### src/umapd_defs.svh
`ifndef UMAPD_DEFS_SVH
`define UMAPD_DEFS_SVH
// =====================================================================
// element word layout
`define UMAPD_SID_MSB 31
`define UMAPD_SID_LSB 18
`define UMAPD_IUC_MSB 17
`define UMAPD_IUC_LSB 14
`define UMAPD_OFS_MSB 13
`define UMAPD_OFS_LSB 0
// =====================================================================
// usage codes
`define UMAPD_IUC_REQ 4'h1
`define UMAPD_IUC_REQDATA 4'h2
`define UMAPD_IUC_INIT_MAINT 4'h3
`define UMAPD_IUC_STN_MAINT 4'h4
`define UMAPD_IUC_SHORT 4'h5
`define UMAPD_IUC_LONG 4'h6
`define UMAPD_IUC_NULL 4'h7
`define UMAPD_IUC_DACK 4'h8
`define UMAPD_IUC_EXP 4'hF
// =====================================================================
// special sids and field defaults
`define UMAPD_SID_BCAST 14'h3FFF
`define UMAPD_SID_MCAST_LO 14'h3E00
`define UMAPD_SID_ZERO 14'h0000
`define UMAPD_BACKOFF_MASK 8'h0F
`define UMAPD_M_DEFAULT 4
`endif

### src/umapd_pkg.sv
package umapd_pkg;
    // =================================================================
    // burst profile selected for the transmitter
    typedef enum logic [3:0] {
        UMAPD_PROF_NONE = 4'h0,
        UMAPD_PROF_REQ = 4'h1,
        UMAPD_PROF_REQDATA = 4'h2,
        UMAPD_PROF_INIT = 4'h3,
        UMAPD_PROF_STN = 4'h4,
        UMAPD_PROF_SHORT = 4'h5,
        UMAPD_PROF_LONG = 4'h6
    } umapd_prof_e;
    // map header as carried between the ends
    typedef struct packed {
        logic [7:0] chan_id;
        logic [7:0] ucd_count;
        logic [7:0] num_elem;
        logic [31:0] alloc_start;
        logic [31:0] ack_time;
        logic [7:0] rng_bo_start;
        logic [7:0] rng_bo_end;
        logic [7:0] data_bo_start;
        logic [7:0] data_bo_end;
    } umapd_hdr_s;
    typedef logic [31:0] umapd_word_t;
endpackage

### src/umapd_if.sv
`timescale 1ns/1ps
// map transfer: header with hdr_valid, then words with word_valid
interface umapd_if;
    import umapd_pkg::*;
    logic hdr_valid;
    umapd_hdr_s hdr;
    logic word_valid;
    umapd_word_t word;
    logic word_ready;
    modport headend (output hdr_valid, output hdr, output word_valid, output word, input word_ready);
    modport modem (input hdr_valid, input hdr, input word_valid, input word, output word_ready);
endinterface

### src/umapd_elem_dec.sv
`timescale 1ns/1ps
`include "umapd_defs.svh"
// splits an element word and classifies its usage code
module umapd_elem_dec
    import umapd_pkg::*;
(
    input wire umapd_word_t word,
    output logic [13:0] sid,
    output logic [3:0] iuc,
    output logic [13:0] ofs,
    output logic is_grant,
    output logic is_rsvd
);
    // =================================================================
    // field split and class
    always_comb begin
        sid = word[`UMAPD_SID_MSB:`UMAPD_SID_LSB];
        iuc = word[`UMAPD_IUC_MSB:`UMAPD_IUC_LSB];
        ofs = word[`UMAPD_OFS_MSB:`UMAPD_OFS_LSB];
        is_grant = (iuc >= `UMAPD_IUC_REQ) && (iuc <= `UMAPD_IUC_LONG);
        is_rsvd = (iuc > `UMAPD_IUC_DACK) && (iuc < `UMAPD_IUC_EXP);
    end
endmodule

### src/umapd_modem.sv
`timescale 1ns/1ps
`include "umapd_defs.svh"
// Overview of operation
// - element word: sid 14, code 4, offset 14
// - code 1 starts request contention region
// - code 2 starts multicast request/data region
// - code 3 broadcast: initial ranging maintenance
// - code 4 unicast: periodic ranging maintenance
// - codes 5/6 grant; zero length is pending
// - code 7 null ends previous grant
// - data ack offset set to map length; the headend passes the element's own offset through unchanged
// - code 15 skips its extra words
// - ranging backoff exponents 0-15, upper zero
// - data backoff exponents 0-15, upper zero
// - keep lower 26-M bits of times
// - start time anchors element offsets
// - ack time drives collision decision
// - ucd count names the burst descriptor
// - element count bounds elements read
// - periodic ranging sid temporary or first
// - burst profile chosen by usage code
// - act only on own channel maps
// - short grant descriptor has burst size
module umapd_modem
    import umapd_pkg::*;
#(
    parameter int M_BITS = `UMAPD_M_DEFAULT
)
(
    input wire logic CLK,
    input wire logic SYS_RST,
    input wire logic [7:0] MY_CHAN,
    input wire logic [13:0] MY_SID,
    input wire logic [31:0] LAST_TX_TIME,
    umapd_if.modem lnk,
    output logic [7:0] UCD_COUNT,
    output logic [31:0] MAP_START,
    output logic [31:0] ACK_TIME,
    output logic [3:0] RNG_BO_START,
    output logic [3:0] RNG_BO_END,
    output logic [3:0] DATA_BO_START,
    output logic [3:0] DATA_BO_END,
    output logic COLLIDED,
    output logic IVAL_VALID,
    output logic [31:0] IVAL_START,
    output logic [13:0] IVAL_LEN,
    output logic [13:0] IVAL_SID,
    output logic IVAL_MINE,
    output logic IVAL_PENDING,
    output umapd_prof_e IVAL_PROF,
    output logic MAP_DONE
);
    localparam int TBITS = 26 - M_BITS;
    // refuse a time width the trim mask cannot serve
    if (M_BITS < 1 || M_BITS > 25) begin : g_bad_m
        $error("M_BITS out of range");
    end
    typedef enum logic [2:0] {
        UMAPD_M_IDLE = 3'b001,
        UMAPD_M_ELEM = 3'b010,
        UMAPD_M_SKIP = 3'b100
    } umapd_mst_e;
    typedef struct packed {
        umapd_mst_e st;
        logic [7:0] left;
        logic [13:0] skip;
        logic have_prev;
        logic [13:0] p_sid;
        logic [3:0] p_iuc;
        logic [13:0] p_ofs;
        logic [7:0] ucd;
        logic [31:0] start;
        logic [31:0] ack;
        logic [15:0] bo;
        logic coll;
        logic iv_valid;
        logic [31:0] iv_start;
        logic [13:0] iv_len;
        logic [13:0] iv_sid;
        logic iv_mine;
        logic iv_pend;
        umapd_prof_e iv_prof;
        logic done;
    } umapd_mstate_s;
    umapd_mstate_s cur_ff, nxt_cur;
    logic [13:0] e_sid;
    logic [3:0] e_iuc;
    logic [13:0] e_ofs;
    logic e_grant;
    logic e_rsvd;
    umapd_elem_dec u_dec (
        .word(lnk.word),
        .sid(e_sid),
        .iuc(e_iuc),
        .ofs(e_ofs),
        .is_grant(e_grant),
        .is_rsvd(e_rsvd)
    );
    // =================================================================
    // keep the lower 26-M bits of a header time
    function automatic logic [31:0] trim_time(input logic [31:0] t);
        logic [31:0] mask;
        mask = (32'h0000_0001 << TBITS) - 32'h0000_0001;
        return t & mask;
    endfunction
    // profile and addressing of a stored element
    function automatic umapd_prof_e prof_of(input logic [3:0] iuc, input logic [13:0] sid);
        umapd_prof_e p;
        p = UMAPD_PROF_NONE;
        case (iuc)
            `UMAPD_IUC_REQ: p = UMAPD_PROF_REQ;
            `UMAPD_IUC_REQDATA: p = (sid >= `UMAPD_SID_MCAST_LO) ? UMAPD_PROF_REQDATA : UMAPD_PROF_NONE;
            `UMAPD_IUC_INIT_MAINT: p = (sid == `UMAPD_SID_BCAST) ? UMAPD_PROF_INIT : UMAPD_PROF_NONE;
            `UMAPD_IUC_STN_MAINT: p = UMAPD_PROF_STN;
            `UMAPD_IUC_SHORT: p = UMAPD_PROF_SHORT;
            `UMAPD_IUC_LONG: p = UMAPD_PROF_LONG;
            default: p = UMAPD_PROF_NONE;
        endcase
        return p;
    endfunction
    // =================================================================
    // map parsing and interval emission
    always_comb begin
        nxt_cur = cur_ff;
        nxt_cur.iv_valid = 1'b0;
        nxt_cur.done = 1'b0;
        case (cur_ff.st)
            UMAPD_M_IDLE: begin
                if (lnk.hdr_valid && lnk.hdr.chan_id == MY_CHAN) begin
                    nxt_cur.ucd = lnk.hdr.ucd_count;
                    nxt_cur.start = trim_time(lnk.hdr.alloc_start);
                    nxt_cur.ack = trim_time(lnk.hdr.ack_time);
                    nxt_cur.coll = (trim_time(LAST_TX_TIME) <= trim_time(lnk.hdr.ack_time));
                    nxt_cur.bo = {lnk.hdr.rng_bo_start[3:0], lnk.hdr.rng_bo_end[3:0],
                        lnk.hdr.data_bo_start[3:0], lnk.hdr.data_bo_end[3:0]};
                    nxt_cur.left = lnk.hdr.num_elem;
                    nxt_cur.have_prev = 1'b0;
                    if (lnk.hdr.num_elem == 8'h00) begin
                        nxt_cur.done = 1'b1;
                    end else begin
                        nxt_cur.st = UMAPD_M_ELEM;
                    end
                end
            end
            UMAPD_M_ELEM: begin
                if (lnk.word_valid) begin
                    nxt_cur.left = cur_ff.left - 8'h01;
                    // previous interval closes at this offset
                    if (cur_ff.have_prev && !e_rsvd && e_iuc != `UMAPD_IUC_EXP && e_iuc != `UMAPD_IUC_DACK) begin
                        nxt_cur.iv_valid = (prof_of(cur_ff.p_iuc, cur_ff.p_sid) != UMAPD_PROF_NONE);
                        nxt_cur.iv_start = cur_ff.start + {18'h00000, cur_ff.p_ofs};
                        nxt_cur.iv_len = e_ofs - cur_ff.p_ofs;
                        nxt_cur.iv_sid = cur_ff.p_sid;
                        nxt_cur.iv_mine = (cur_ff.p_sid == MY_SID) || (cur_ff.p_iuc == `UMAPD_IUC_REQ);
                        nxt_cur.iv_pend = (e_ofs == cur_ff.p_ofs) &&
                            (cur_ff.p_iuc == `UMAPD_IUC_SHORT || cur_ff.p_iuc == `UMAPD_IUC_LONG);
                        nxt_cur.iv_prof = prof_of(cur_ff.p_iuc, cur_ff.p_sid);
                    end
                    if (e_grant || e_iuc == `UMAPD_IUC_REQ) begin
                        nxt_cur.have_prev = 1'b1;
                        nxt_cur.p_sid = e_sid;
                        nxt_cur.p_iuc = e_iuc;
                        nxt_cur.p_ofs = e_ofs;
                    end else if (e_iuc == `UMAPD_IUC_NULL) begin
                        nxt_cur.have_prev = 1'b0;
                    end
                    if (e_iuc == `UMAPD_IUC_EXP && e_ofs != 14'h0000) begin
                        nxt_cur.skip = e_ofs;
                        nxt_cur.st = UMAPD_M_SKIP;
                    end else if (cur_ff.left == 8'h01) begin
                        nxt_cur.done = 1'b1;
                        nxt_cur.st = UMAPD_M_IDLE;
                    end
                end
            end
            UMAPD_M_SKIP: begin
                if (lnk.word_valid) begin
                    nxt_cur.skip = cur_ff.skip - 14'h0001;
                    if (cur_ff.skip == 14'h0001) begin
                        if (cur_ff.left == 8'h00) begin
                            nxt_cur.done = 1'b1;
                            nxt_cur.st = UMAPD_M_IDLE;
                        end else begin
                            nxt_cur.st = UMAPD_M_ELEM;
                        end
                    end
                end
            end
            default: nxt_cur.st = UMAPD_M_IDLE;
        endcase
    end
    // =================================================================
    // state register
    always_ff @(posedge CLK or posedge SYS_RST) begin
        if (SYS_RST) begin
            cur_ff <= '{st: UMAPD_M_IDLE, iv_prof: UMAPD_PROF_NONE, left: 8'h00, skip: 14'h0000,
                p_sid: 14'h0000, p_iuc: 4'h0, p_ofs: 14'h0000, ucd: 8'h00, start: 32'h0, ack: 32'h0,
                bo: 16'h0000, iv_start: 32'h0, iv_len: 14'h0000, iv_sid: 14'h0000, default: 1'b0};
        end else begin
            cur_ff <= nxt_cur;
        end
    end
    // =================================================================
    // outputs straight from the state register; word ready tied high
    assign lnk.word_ready = 1'b1;
    assign UCD_COUNT = cur_ff.ucd;
    assign MAP_START = cur_ff.start;
    assign ACK_TIME = cur_ff.ack;
    assign RNG_BO_START = cur_ff.bo[15:12];
    assign RNG_BO_END = cur_ff.bo[11:8];
    assign DATA_BO_START = cur_ff.bo[7:4];
    assign DATA_BO_END = cur_ff.bo[3:0];
    assign COLLIDED = cur_ff.coll;
    assign IVAL_VALID = cur_ff.iv_valid;
    assign IVAL_START = cur_ff.iv_start;
    assign IVAL_LEN = cur_ff.iv_len;
    assign IVAL_SID = cur_ff.iv_sid;
    assign IVAL_MINE = cur_ff.iv_mine;
    assign IVAL_PENDING = cur_ff.iv_pend;
    assign IVAL_PROF = cur_ff.iv_prof;
    assign MAP_DONE = cur_ff.done;
endmodule

### src/flat_wrapper.sv
// flat-port wrapper written by rule: the top's interface ports become plain ports
module umapd_modem_flat import umapd_pkg::*;
#(
    parameter int M_BITS = `UMAPD_M_DEFAULT
)
  (CLK, SYS_RST, MY_CHAN, MY_SID, LAST_TX_TIME, UCD_COUNT, MAP_START, ACK_TIME, RNG_BO_START, RNG_BO_END, DATA_BO_START, DATA_BO_END, COLLIDED, IVAL_VALID, IVAL_START, IVAL_LEN, IVAL_SID, IVAL_MINE, IVAL_PENDING, IVAL_PROF, MAP_DONE, lnk_hdr_valid, lnk_hdr, lnk_word_valid, lnk_word, lnk_word_ready);
  umapd_if lnk_i ();
  input wire logic CLK;
  input wire logic SYS_RST;
  input wire logic [7:0] MY_CHAN;
  input wire logic [13:0] MY_SID;
  input wire logic [31:0] LAST_TX_TIME;
  output logic [7:0] UCD_COUNT;
  output logic [31:0] MAP_START;
  output logic [31:0] ACK_TIME;
  output logic [3:0] RNG_BO_START;
  output logic [3:0] RNG_BO_END;
  output logic [3:0] DATA_BO_START;
  output logic [3:0] DATA_BO_END;
  output logic COLLIDED;
  output logic IVAL_VALID;
  output logic [31:0] IVAL_START;
  output logic [13:0] IVAL_LEN;
  output logic [13:0] IVAL_SID;
  output logic IVAL_MINE;
  output logic IVAL_PENDING;
  output umapd_prof_e IVAL_PROF;
  output logic MAP_DONE;
  input wire logic [$bits(lnk_i.hdr_valid)-1:0] lnk_hdr_valid;
  input wire logic [$bits(lnk_i.hdr)-1:0] lnk_hdr;
  input wire logic [$bits(lnk_i.word_valid)-1:0] lnk_word_valid;
  input wire logic [$bits(lnk_i.word)-1:0] lnk_word;
  output wire logic [$bits(lnk_i.word_ready)-1:0] lnk_word_ready;
  assign lnk_i.hdr_valid = lnk_hdr_valid;
  assign lnk_i.hdr = lnk_hdr;
  assign lnk_i.word_valid = lnk_word_valid;
  assign lnk_i.word = lnk_word;
  assign lnk_word_ready = lnk_i.word_ready;
  umapd_modem #(.M_BITS(M_BITS)) u_core (.CLK(CLK), .SYS_RST(SYS_RST), .MY_CHAN(MY_CHAN), .MY_SID(MY_SID), .LAST_TX_TIME(LAST_TX_TIME), .lnk(lnk_i), .UCD_COUNT(UCD_COUNT), .MAP_START(MAP_START), .ACK_TIME(ACK_TIME), .RNG_BO_START(RNG_BO_START), .RNG_BO_END(RNG_BO_END), .DATA_BO_START(DATA_BO_START), .DATA_BO_END(DATA_BO_END), .COLLIDED(COLLIDED), .IVAL_VALID(IVAL_VALID), .IVAL_START(IVAL_START), .IVAL_LEN(IVAL_LEN), .IVAL_SID(IVAL_SID), .IVAL_MINE(IVAL_MINE), .IVAL_PENDING(IVAL_PENDING), .IVAL_PROF(IVAL_PROF), .MAP_DONE(MAP_DONE));
endmodule
### config.mk
export PLATFORM = sky130hd
export DESIGN_NAME = umapd_modem_flat
export DESIGN_NICKNAME = d
export VERILOG_FILES = /design/src/umapd_pkg.sv /design/src/umapd_if.sv /design/src/umapd_elem_dec.sv /design/src/umapd_modem.sv /design/src/flat_wrapper.sv
export VERILOG_INCLUDE_DIRS = /design/src
export SDC_FILE = /design/constraint.sdc
export NUM_CORES = 1
export LEC_CHECK = 0
export ABC_AREA = 1
export BUFFER_PORTS_ARGS = -buffer_cell sky130_fd_sc_hd__buf_2
export CAP_MARGIN = 30
export CELL_PAD_IN_SITES_DETAIL_PLACEMENT = 1
export CELL_PAD_IN_SITES_GLOBAL_PLACEMENT = 1
export CORE_ASPECT_RATIO = 1.5
export CORE_MARGIN = 2
export CORE_UTILIZATION = 34
export CTS_CLUSTER_DIAMETER = 200
export DETAILED_ROUTE_END_ITERATION = 12
export PLACE_DENSITY_LB_ADDON = 0.2
export SLEW_MARGIN = 20
export SYNTH_ARGS = -nofsm -noshare
export SYNTH_HDL_FRONTEND = slang
export SYNTH_SLANG_ARGS = --single-unit
### constraint.sdc
create_clock -name CLK -period 5.27 [get_ports CLK]
set_clock_uncertainty 0.15 [all_clocks]
set_input_delay 0 -clock CLK [delete_from_list [all_inputs] [get_ports CLK]]
set_output_delay 0 -clock CLK [all_outputs]
set_load 0.1 [all_outputs]
After elaboration in Yosys (flattened, before gate mapping)

Index checks and enable logic that the tools add are counted.

Input port bits: 210
Logic and storage cells: 118
Flip-flop bits (word level): 195

Add/sub/neg operators: 4
Equal/unequal tests: 28
Multiplexer cells: 35
Reduce and logical (&&, ||, !) cells: 25
Order comparisons: 6

Operators with widths:

| kind                                                                   | number |
|---|---|
| 67-bit two-way mux                                                     | 2 |
| 68-bit two-way mux                                                     | 1 |
| 58-bit two-way mux                                                     | 1 |
| 32-bit two-way mux                                                     | 1 |
| 14-bit equality test                                                   | 2 |
| 14-bit two-way mux                                                     | 2 |
| 14-bit one-hot mux with 2 select lines                                 | 1 |
| 4-bit one-hot mux with 6 select lines                                  | 1 |
| 22-bit by 14-bit adder with 23-bit output                              | 1 |
| 22-bit <= comparator                                                   | 1 |
| 4-bit by 3-bit equality test with 1-bit output, second input constant  | 4 |
| 8-bit zero test                                                        | 2 |
| 8-bit one-hot mux with 2 select lines                                  | 1 |
| 3-bit two-way mux                                                      | 5 |
| 14-bit by 1-bit equality test with 1-bit output, second input constant | 1 |
| 14-bit equality test, second input constant                            | 1 |
| 14-bit >= comparator, second input constant                            | 1 |
| 14-bit nonzero test                                                    | 1 |
| 14-bit by 1-bit subtractor with 14-bit output, second input constant   | 1 |
| 14-bit subtractor                                                      | 1 |
| 4-bit two-way mux                                                      | 3 |
| 11-bit two-way mux                                                     | 1 |
| 1-bit two-way mux                                                      | 10 |
| 3-bit one-hot mux with 3 select lines                                  | 1 |
| other kinds (29)                                                       | 52 |

Logic depth before layout (Yosys ltp)

Gate-level depths: netlist of the first run.

Depth after elaboration: 13
Depth in mapped cells: 13
Mapped depth without buffers: 13

Hierarchy

Synthesis of the first run repeated with hierarchy kept, for this count alone.

Cell total of the unflattened synthesis: 1649
Area total of the unflattened synthesis: 12215.5 sq um

By module, submodules not included:

| module         | instances | cells an instance | area each (sq um) | seq. area each (sq um) |
|---|---|---|---|---|
| umapd_modem    | 1         | 1607              | 11937.7           | 4630.7 |
| umapd_elem_dec | 1         | 42                | 277.8             | 0.0 |

Least setup slack after synthesis of the first run

No wires, ideal clock.

Kind: reg-to-reg
From: reg u_core.cur_ff[157] (netlist name)
To: reg u_core.cur_ff, in the netlist u_core.IVAL_LEN[6]
Arrival time: 1.736 ns
Stages on the path, launching flop included: 9
Setup slack: 3.266 ns
Buffers on the path: 0
Cells stage by stage: dfrtp_1 ha_1 fa_1 o21ai_0 inv_1 o21ai_0 nand2_1 nand3_1 nand2_1

Longest elaborated chain between the ends: 1

RTL lines:

| item                     | RTL line           | source |
|---|---|---|
| start: declaration       | umapd_modem.sv:85  | `umapd_mstate_s cur_ff, nxt_cur;` |
| start signal: assignment | umapd_modem.sv:196 | `cur_ff <= '{st: UMAPD_M_IDLE, iv_prof: UMAPD_PROF_NONE, left: 8'h00, skip: 14'h0000,` |
| start signal: assignment | umapd_modem.sv:200 | `cur_ff <= nxt_cur;` |
| 14-bit subtractor        | umapd_modem.sv:152 | `nxt_cur.iv_len = e_ofs - cur_ff.p_ofs;` |

No other way between the ends.
A chain may end at the register's enable or synchronous reset.

==> results of run 1 <==
[per-layer routing]
metal  routed length (µm)  global-route usage (%)  up-vias
li1                     -                       -     5485
met1                14700                    22.7     5270
met3                 1220                    3.64       50
met5                    0                       0        -
met2                19200                    36.8      201
met4                  820                    6.42        0
[cells in the mapped netlist (5+ instances only)]
cell type  number  area (µm²)
ha_1           54         676
o22ai_1         7        43.8
nor3_1         16        80.1
nor2_1        140         526
inv_1         216         811
nand4_1        18         113
xnor2_1        19         166
o21ai_0       103         515
clkbuf_1        9        33.8
nand2_1       409        1540
or2_2          14        87.6
a21oi_1        87         435
nand3_1        84         420
buf_2          14        70.1
dfrtp_1       184        4600
buf_4         164        1230
o21a_1         23         173
inv_2           5        18.8
a31oi_1         7        43.8
xor2_1          6        52.6
[state kept, by name, summed over array words and instances, names as in the netlist, 4 cells and up]
name and flops:
u_core.IVAL_START 23, u_core.MAP_START 22, u_core.UCD_COUNT 8, u_core.IVAL_SID 14, u_core.DATA_BO_END 4, u_core.cur_ff 58
u_core.RNG_BO_START 4, u_core.IVAL_LEN 14, u_core.ACK_TIME 22, u_core.RNG_BO_END 4, u_core.DATA_BO_START 4
[worst max-delay path, stage by stage, from the launching register on]
cell and delay (ps):
dfrtp_1 410, inv_1 160, nand3_4 150, nor2_8 220
nand3_4 660, inv_2 790, nand3_1 200, nand3_1 130
[layout make-up]
type / instances / area share [%]
antenna: 3 / 0.0509
clock buffer: 18 / 2.98
clock inverter: 14 / 1.12
inverter: 222 / 5.70
multi-input combinational: 1054 / 36.1
sequential: 185 / 31.4
tap: 473 / 4.01
timing repair buffer: 416 / 18.6
[through the flow]
stage	hold slack [ps]	utilization, %	std cells	worst slack [ps]
2_1_floorplan	-40.4	-	1649	92.9
3_3_place_gp	-55.5	36.8	2227	2290
3_5_place_dp	-54.0	36.8	2227	2250
4_1_cts	6.71	41.9	2380	2240
5_1_grt	106	42.1	2383	1970
6_report	26.8	42.1	2385	2310
[logic make-up after synthesis]
kind of cell	share of synthesized area, %
compound gates	10.7
xor+xnor	1.82
flops	38.5
other cells	0.0625
fa+ha+maj	5.96
buf+inv	18.1
simple gates	24.8
[path summary, 6_finish.rpt]
kind	endpoint	slack (ps)	cells past startpoint
max	u_core.IVAL_VALID	2310	7
min	u_core.COLLIDED	30	9
max reg2reg	u_core.IVAL_VALID	2310	7
min reg2reg	u_core.IVAL_START[9]	330	2
max in group asynchronous	u_core.MAP_START[14]	3230	5
min in group asynchronous	u_core.ACK_TIME[14]	640	4
[where the power goes]
group	switching, µW	internal, µW
clock	696	657
sequential	318	1830
combinational	3210	1060
==> results.md, run 1 <==
- **post-cts hold buffer count** 121
- **overall die height** 234 µm
- **clock insertion delay at the later pin of the skew report** 460 ps
- **final wirelength** 36000 µm
- **FF+latch area** 4630 µm²
- **total power after layout** 7770 µW
- **proportion of layout cells with a drive suffix above 1** 18.9%
- **primary flip-flop cell chosen by synthesis mapping** dfrtp_1
- **remaining global-route overflow** 0
- **worst slew margin relative to its limit** 42.2%
- **# Post-CTS Setup Buffers** 0
- **starting utilization of the core area** 34.3%
- **worst-case vdd ir drop** 0.000279 V
- **cell area after placement** 12900 µm²
- **FF-to-FF Start** u_core.cur_ff[214]
- **power density normalized to cell area** 527 nW/µm²
- **final hold violation count** 0
- **leakage power** 0.00800 µW
- **status** completed
- **number of DRC markers in iteration 0** 345
- **vias per cell** 4.61
- **sequential-to-total area share from yosys stat** 38.5%
- **count of state elements after synthesis** 185
- **input/output buffers** 290
- **clock root cell** clkbuf_16
- **# rows** 84
- **launch instance of the worst min-delay path** LAST_TX_TIME[21]
- **highest clock rate** 0.338 GHz
- **critical-path maximum fanout** 80
- **startpoint of the worst setup timing path** u_core.cur_ff[214]
- **distinct cell type count after synthesis** 43
- **gp weighted congestion** 0.807
- **fillcell total** 4482
- **number of gates given a new drive strength after cts** 0
- **area growth from synthesis to final layout** 22.7%
- **Clock Path Buffers** 2
- **Synth warnings** 0
- **final std cell area, no fill** 14700 µm²
- **global-route wire length before repair** 57800 µm
- **unrepaired setup endpoints after global routing** false
- **setup violation total in the final timing report** 0
- **initial antenna violation count** 1
- **Worst setup SP type** flop
- **sort of element at the end of the critical path** flop
- **combined area of the multi-input logic cells** 5330 µm²
- **required time at the endpoint of the critical path** 5520 ps
- **clock sink count** 185
- **Core Box Area** 35000 µm²
- **total number of vias** 11000
- **Worst Hold Class** primary input to flop
- **width of the die** 157 µm
- **number of enable flip-flop cells after synthesis** 0
- **sum of negative setup slack** 0 ps
- **Min Clock Period, post-route** 2960 ps
- **DRC viols** 0
- **Netlist Area Pre-Place** 12000 µm²
- **antenna-violating nets left** 0
- **critical path start-end classification** flop to flop
- **detail-routed net length per standard cell** 15.1 µm
- **leading cell type in the layout, fill and taps excluded** nand2_1
- **CTS H-tree depth** 4
- **Slew Limit Fails** 0
- **total global routing track utilization** 19.8%
- **proportion of synthesized flip-flops having asynchronous set or reset** 100%
- **Avg Inst Size Synth** 7.42 µm²
- **via count of the first global-routing pass** 11500
- **number of max-cap violations** 0
- **slew at the pin with the worst max-slew slack** 867 ps
- **number of buffers created by CTS** 17
- **most frequent cells in the layout** 409 x nand2_1, 290 x buf_2, 215 x inv_1
- **data arrival at the endpoint of the critical path** 3210 ps
- **clock transition at the registers of the reported paths** 90 ps
- **Final #Nets** 2162
- **CTS tree** built
- **Final Cycle Share** 56.1%
- **first-pass iteration count of the detailed router** 4
- **detailed placer's ending HPWL** 27000 µm
- **die area** 36900 µm²
- **I/O pin total** 368
- **number of standard cells after synthesis** 1620
- **largest net degree at the start of global routing** 81
(Power assumes the default switching activity.)
==> inputs of run 2 (changes only) <==
Clock period 5.27 ns to 2.9 ns, I/O delays scaled along.
==> run 2 against run 1 <==
- sequential share of layout area hardly changed
- clock power is 69% higher
- first-iteration DRC count is 7.2% higher
==> results.md, run 2 (synthesized netlist as in run 1, its figures left out) <==
- **clock root cell** clkbuf_16
- **DRC viols** 0
- **most frequent cell on the critical path** dlygate4sd3_1
- **reported net switching power** 7560 µW
- **total number of vias** 11000
- **Min Clock Period, post-route** 2560 ps
- **first-pass iteration count of the detailed router** 4
- **die area** 36900 µm²
- **worst-case vdd ir drop** 0.000530 V
- **power density normalized to cell area** 947 nW/µm²
- **Final Cycle Share** 88.3%
- **proportion of layout cells with a drive suffix above 1** 19.1%
- **number of DRC markers in iteration 0** 370
- **final worst setup slack** 339 ps
- **most frequent cells in the layout** 409 x nand2_1, 290 x buf_2, 215 x inv_1
- **highest metal layer used by the detailed router** met4
- **width of the die** 157 µm
- **setup violation total in the final timing report** 0
- **via count of the first global-routing pass** 11800
- **initial antenna violation count** 2
- **cell count after placement** 2235
- **total global routing track utilization** 20.1%
- **largest net degree at the start of global routing** 80
- **CP max stage cell** dlygate4sd3_1
- **# Post-CTS Setup Buffers** 0
- **sw frac** 54.1%
- **leading cell type in the layout, fill and taps excluded** nand2_1
- **detail-routed net length per standard cell** 15.3 µm
- **remaining global-route overflow** 0
- **highest clock rate** 0.390 GHz
- **fillcell total** 4494
- **non-filler cells, final** 2391
- **detailed placer's ending HPWL** 27500 µm
- **register bank with the most flops** u_core.cur_ff
- **Core Box Area** 35000 µm²
- **final wirelength** 36500 µm
- **gp weighted congestion** 0.805
- **data arrival at the endpoint of the critical path** 2800 ps
- **logic gate share of total power** 55.8%
- **clock sink count** 185
- **global-route wire length before repair** 58700 µm
- **Clock Path Buffers** 2
- **sort of element at the end of the critical path** flop
- **status** completed
- **number of max-cap violations** 0
- **met3 wire length** 1440 µm
- **critical path start-end classification** primary input to flop
- **area growth from synthesis to final layout** 22.8%
- **clock network power share** 16.3%
- **amount of wire on met2 after detailed routing** 19400 µm
- **internal portion of total power** 6410 µW
- **input/output buffers** 290
- **overall die height** 234 µm
- **CTS tree** built
- **required time at the endpoint of the critical path** 3140 ps
- **Setup WS pre-CTS** 576 ps
- **largest stage delay on the critical path** 570 ps
- **clock transition at the registers of the reported paths** 70 ps
- **worst slew margin relative to its limit** 46.8%
- **Worst Hold Class** primary input to flop
- **final hold violation count** 0
- **slew at the pin with the worst max-slew slack** 796 ps
- **I/O pin total** 368
- **starting utilization of the core area** 34.3%
- **number of buffers created by CTS** 17
- **CTS H-tree depth** 4
- **antenna-violating nets left** 0
- **# rows** 84
- **vias per cell** 4.61
- **Critical Path, Cell by Cell** dlygate4sd3_1 -> buf_2 -> a21oi_1 -> dlygate4sd3_1 -> nand3_1 -> dlygate4sd3_1 -> nor3_1 -> dlygate4sd3_1 -> nor2_1 -> nor2_1
- **clock insertion delay at the later pin of the skew report** 460 ps
- **leakage power** 0.00801 µW
- **sum of negative setup slack** 0 ps
- **Worst setup SP type** primary input
- **Final #Nets** 2170
- **number of flip-flops in the largest register** 58
- **unrepaired setup endpoints after global routing** false
- **Slew Limit Fails** 0
- **critical-path maximum fanout** 3
- **met1 wire length** 14900 µm
- **share of power burned in registers** 27.9%
[run 2: cell types whose count changed in the layout (fill, tap and decap cells not counted)]
| cell | delta |
|---|---|
| buf_16 | -2 |
| inv_6 | +4 |
| inv_8 | -7 |
| a21oi_2 | +1 |
| clkinv_4 | +3 |
| buf_12 | +3 |
| inv_12 | -1 |
| clkbuf_1 | +1 |
| dlygate4sd3_1 | +2 |
| clkinvlp_4 | +1 |
| a21oi_1 | -1 |
| clkinv_8 | -2 |
| buf_4 | +5 |
| diode_2 | -1 |
[run 2: worst max-delay path, delay by kind of cell]
family | cells | cell delay (ps)
AOI/OAI and AO/OA | 1 | 130
buffers and inverters | 5 | 2340
and+or+nand+nor | 4 | 310
[run 2: path summary, 6_finish.rpt]
path	start	end	slack, ps	cells past startpoint
setup / recovery	lnk_hdr[112]	u_core.MAP_DONE	340	10
hold / removal	LAST_TX_TIME[5]	u_core.COLLIDED	60	9
setup reg to reg	u_core.cur_ff[188]	u_core.IVAL_MINE	410	7
hold reg to reg	u_core.IVAL_START[11]	u_core.IVAL_START[11]	320	2
max in group asynchronous	SYS_RST	u_core.cur_ff[212]	1690	4
min in group asynchronous	SYS_RST	u_core.IVAL_LEN[1]	90	3
[run 2: cell type report]
cell class / instances / area [µm²] / share of cell area, %
Tap cell: 473 / 592 / 4.01
Antenna cell: 2 / 5.00 / 0.0339
Timing Repair Buffer: 424 / 2800 / 19.0
Clock buffer: 19 / 443 / 3.00
Multi-Input combinational cell: 1054 / 5330 / 36.1
Sequential cell: 185 / 4630 / 31.4
Clock inverter: 12 / 110 / 0.746
Inverter: 222 / 837 / 5.67
[run 2: per-layer routing]
metal	up-vias	global-route usage, %
li1	5511	-
met1	5239	22.8
met2	229	37.7
met3	46	3.86
met4	0	6.22
met5	-	0
[run 2: per-stage QoR]
stage | util [%] | hold WS (ps) | power [µW] | area, µm²
finish | 42.1 | 58.8 | 14000 | 14800
CTS | 42.1 | 21.5 | 14100 | 14700
global placement | 37.0 | 28.8 | 11500 | 13000
detailed placement | 37.0 | 34.5 | 11600 | 13000
floorplan | - | -40.4 | 10500 | 12100
global route | 42.1 | 126 | 15000 | 14800
[run 2: timing repair]
action,4_1_cts,5_1_grt
resized for setup,0,1
hold buffers,121,3
endpoints found under the setup margin,0,1
hold endpoints to repair,169,1
[run 2: power groups by stage]
stage                     clock [µW]  combinational [µW]  sequential [µW]
final                           2280                7790             3900
after global routing            2460                8570             4000
after CTS                       2370                7830             3910
after detailed placement           0                7660             3960
after global placement             0                7530             3930
after floorplan                    0                6680             3820
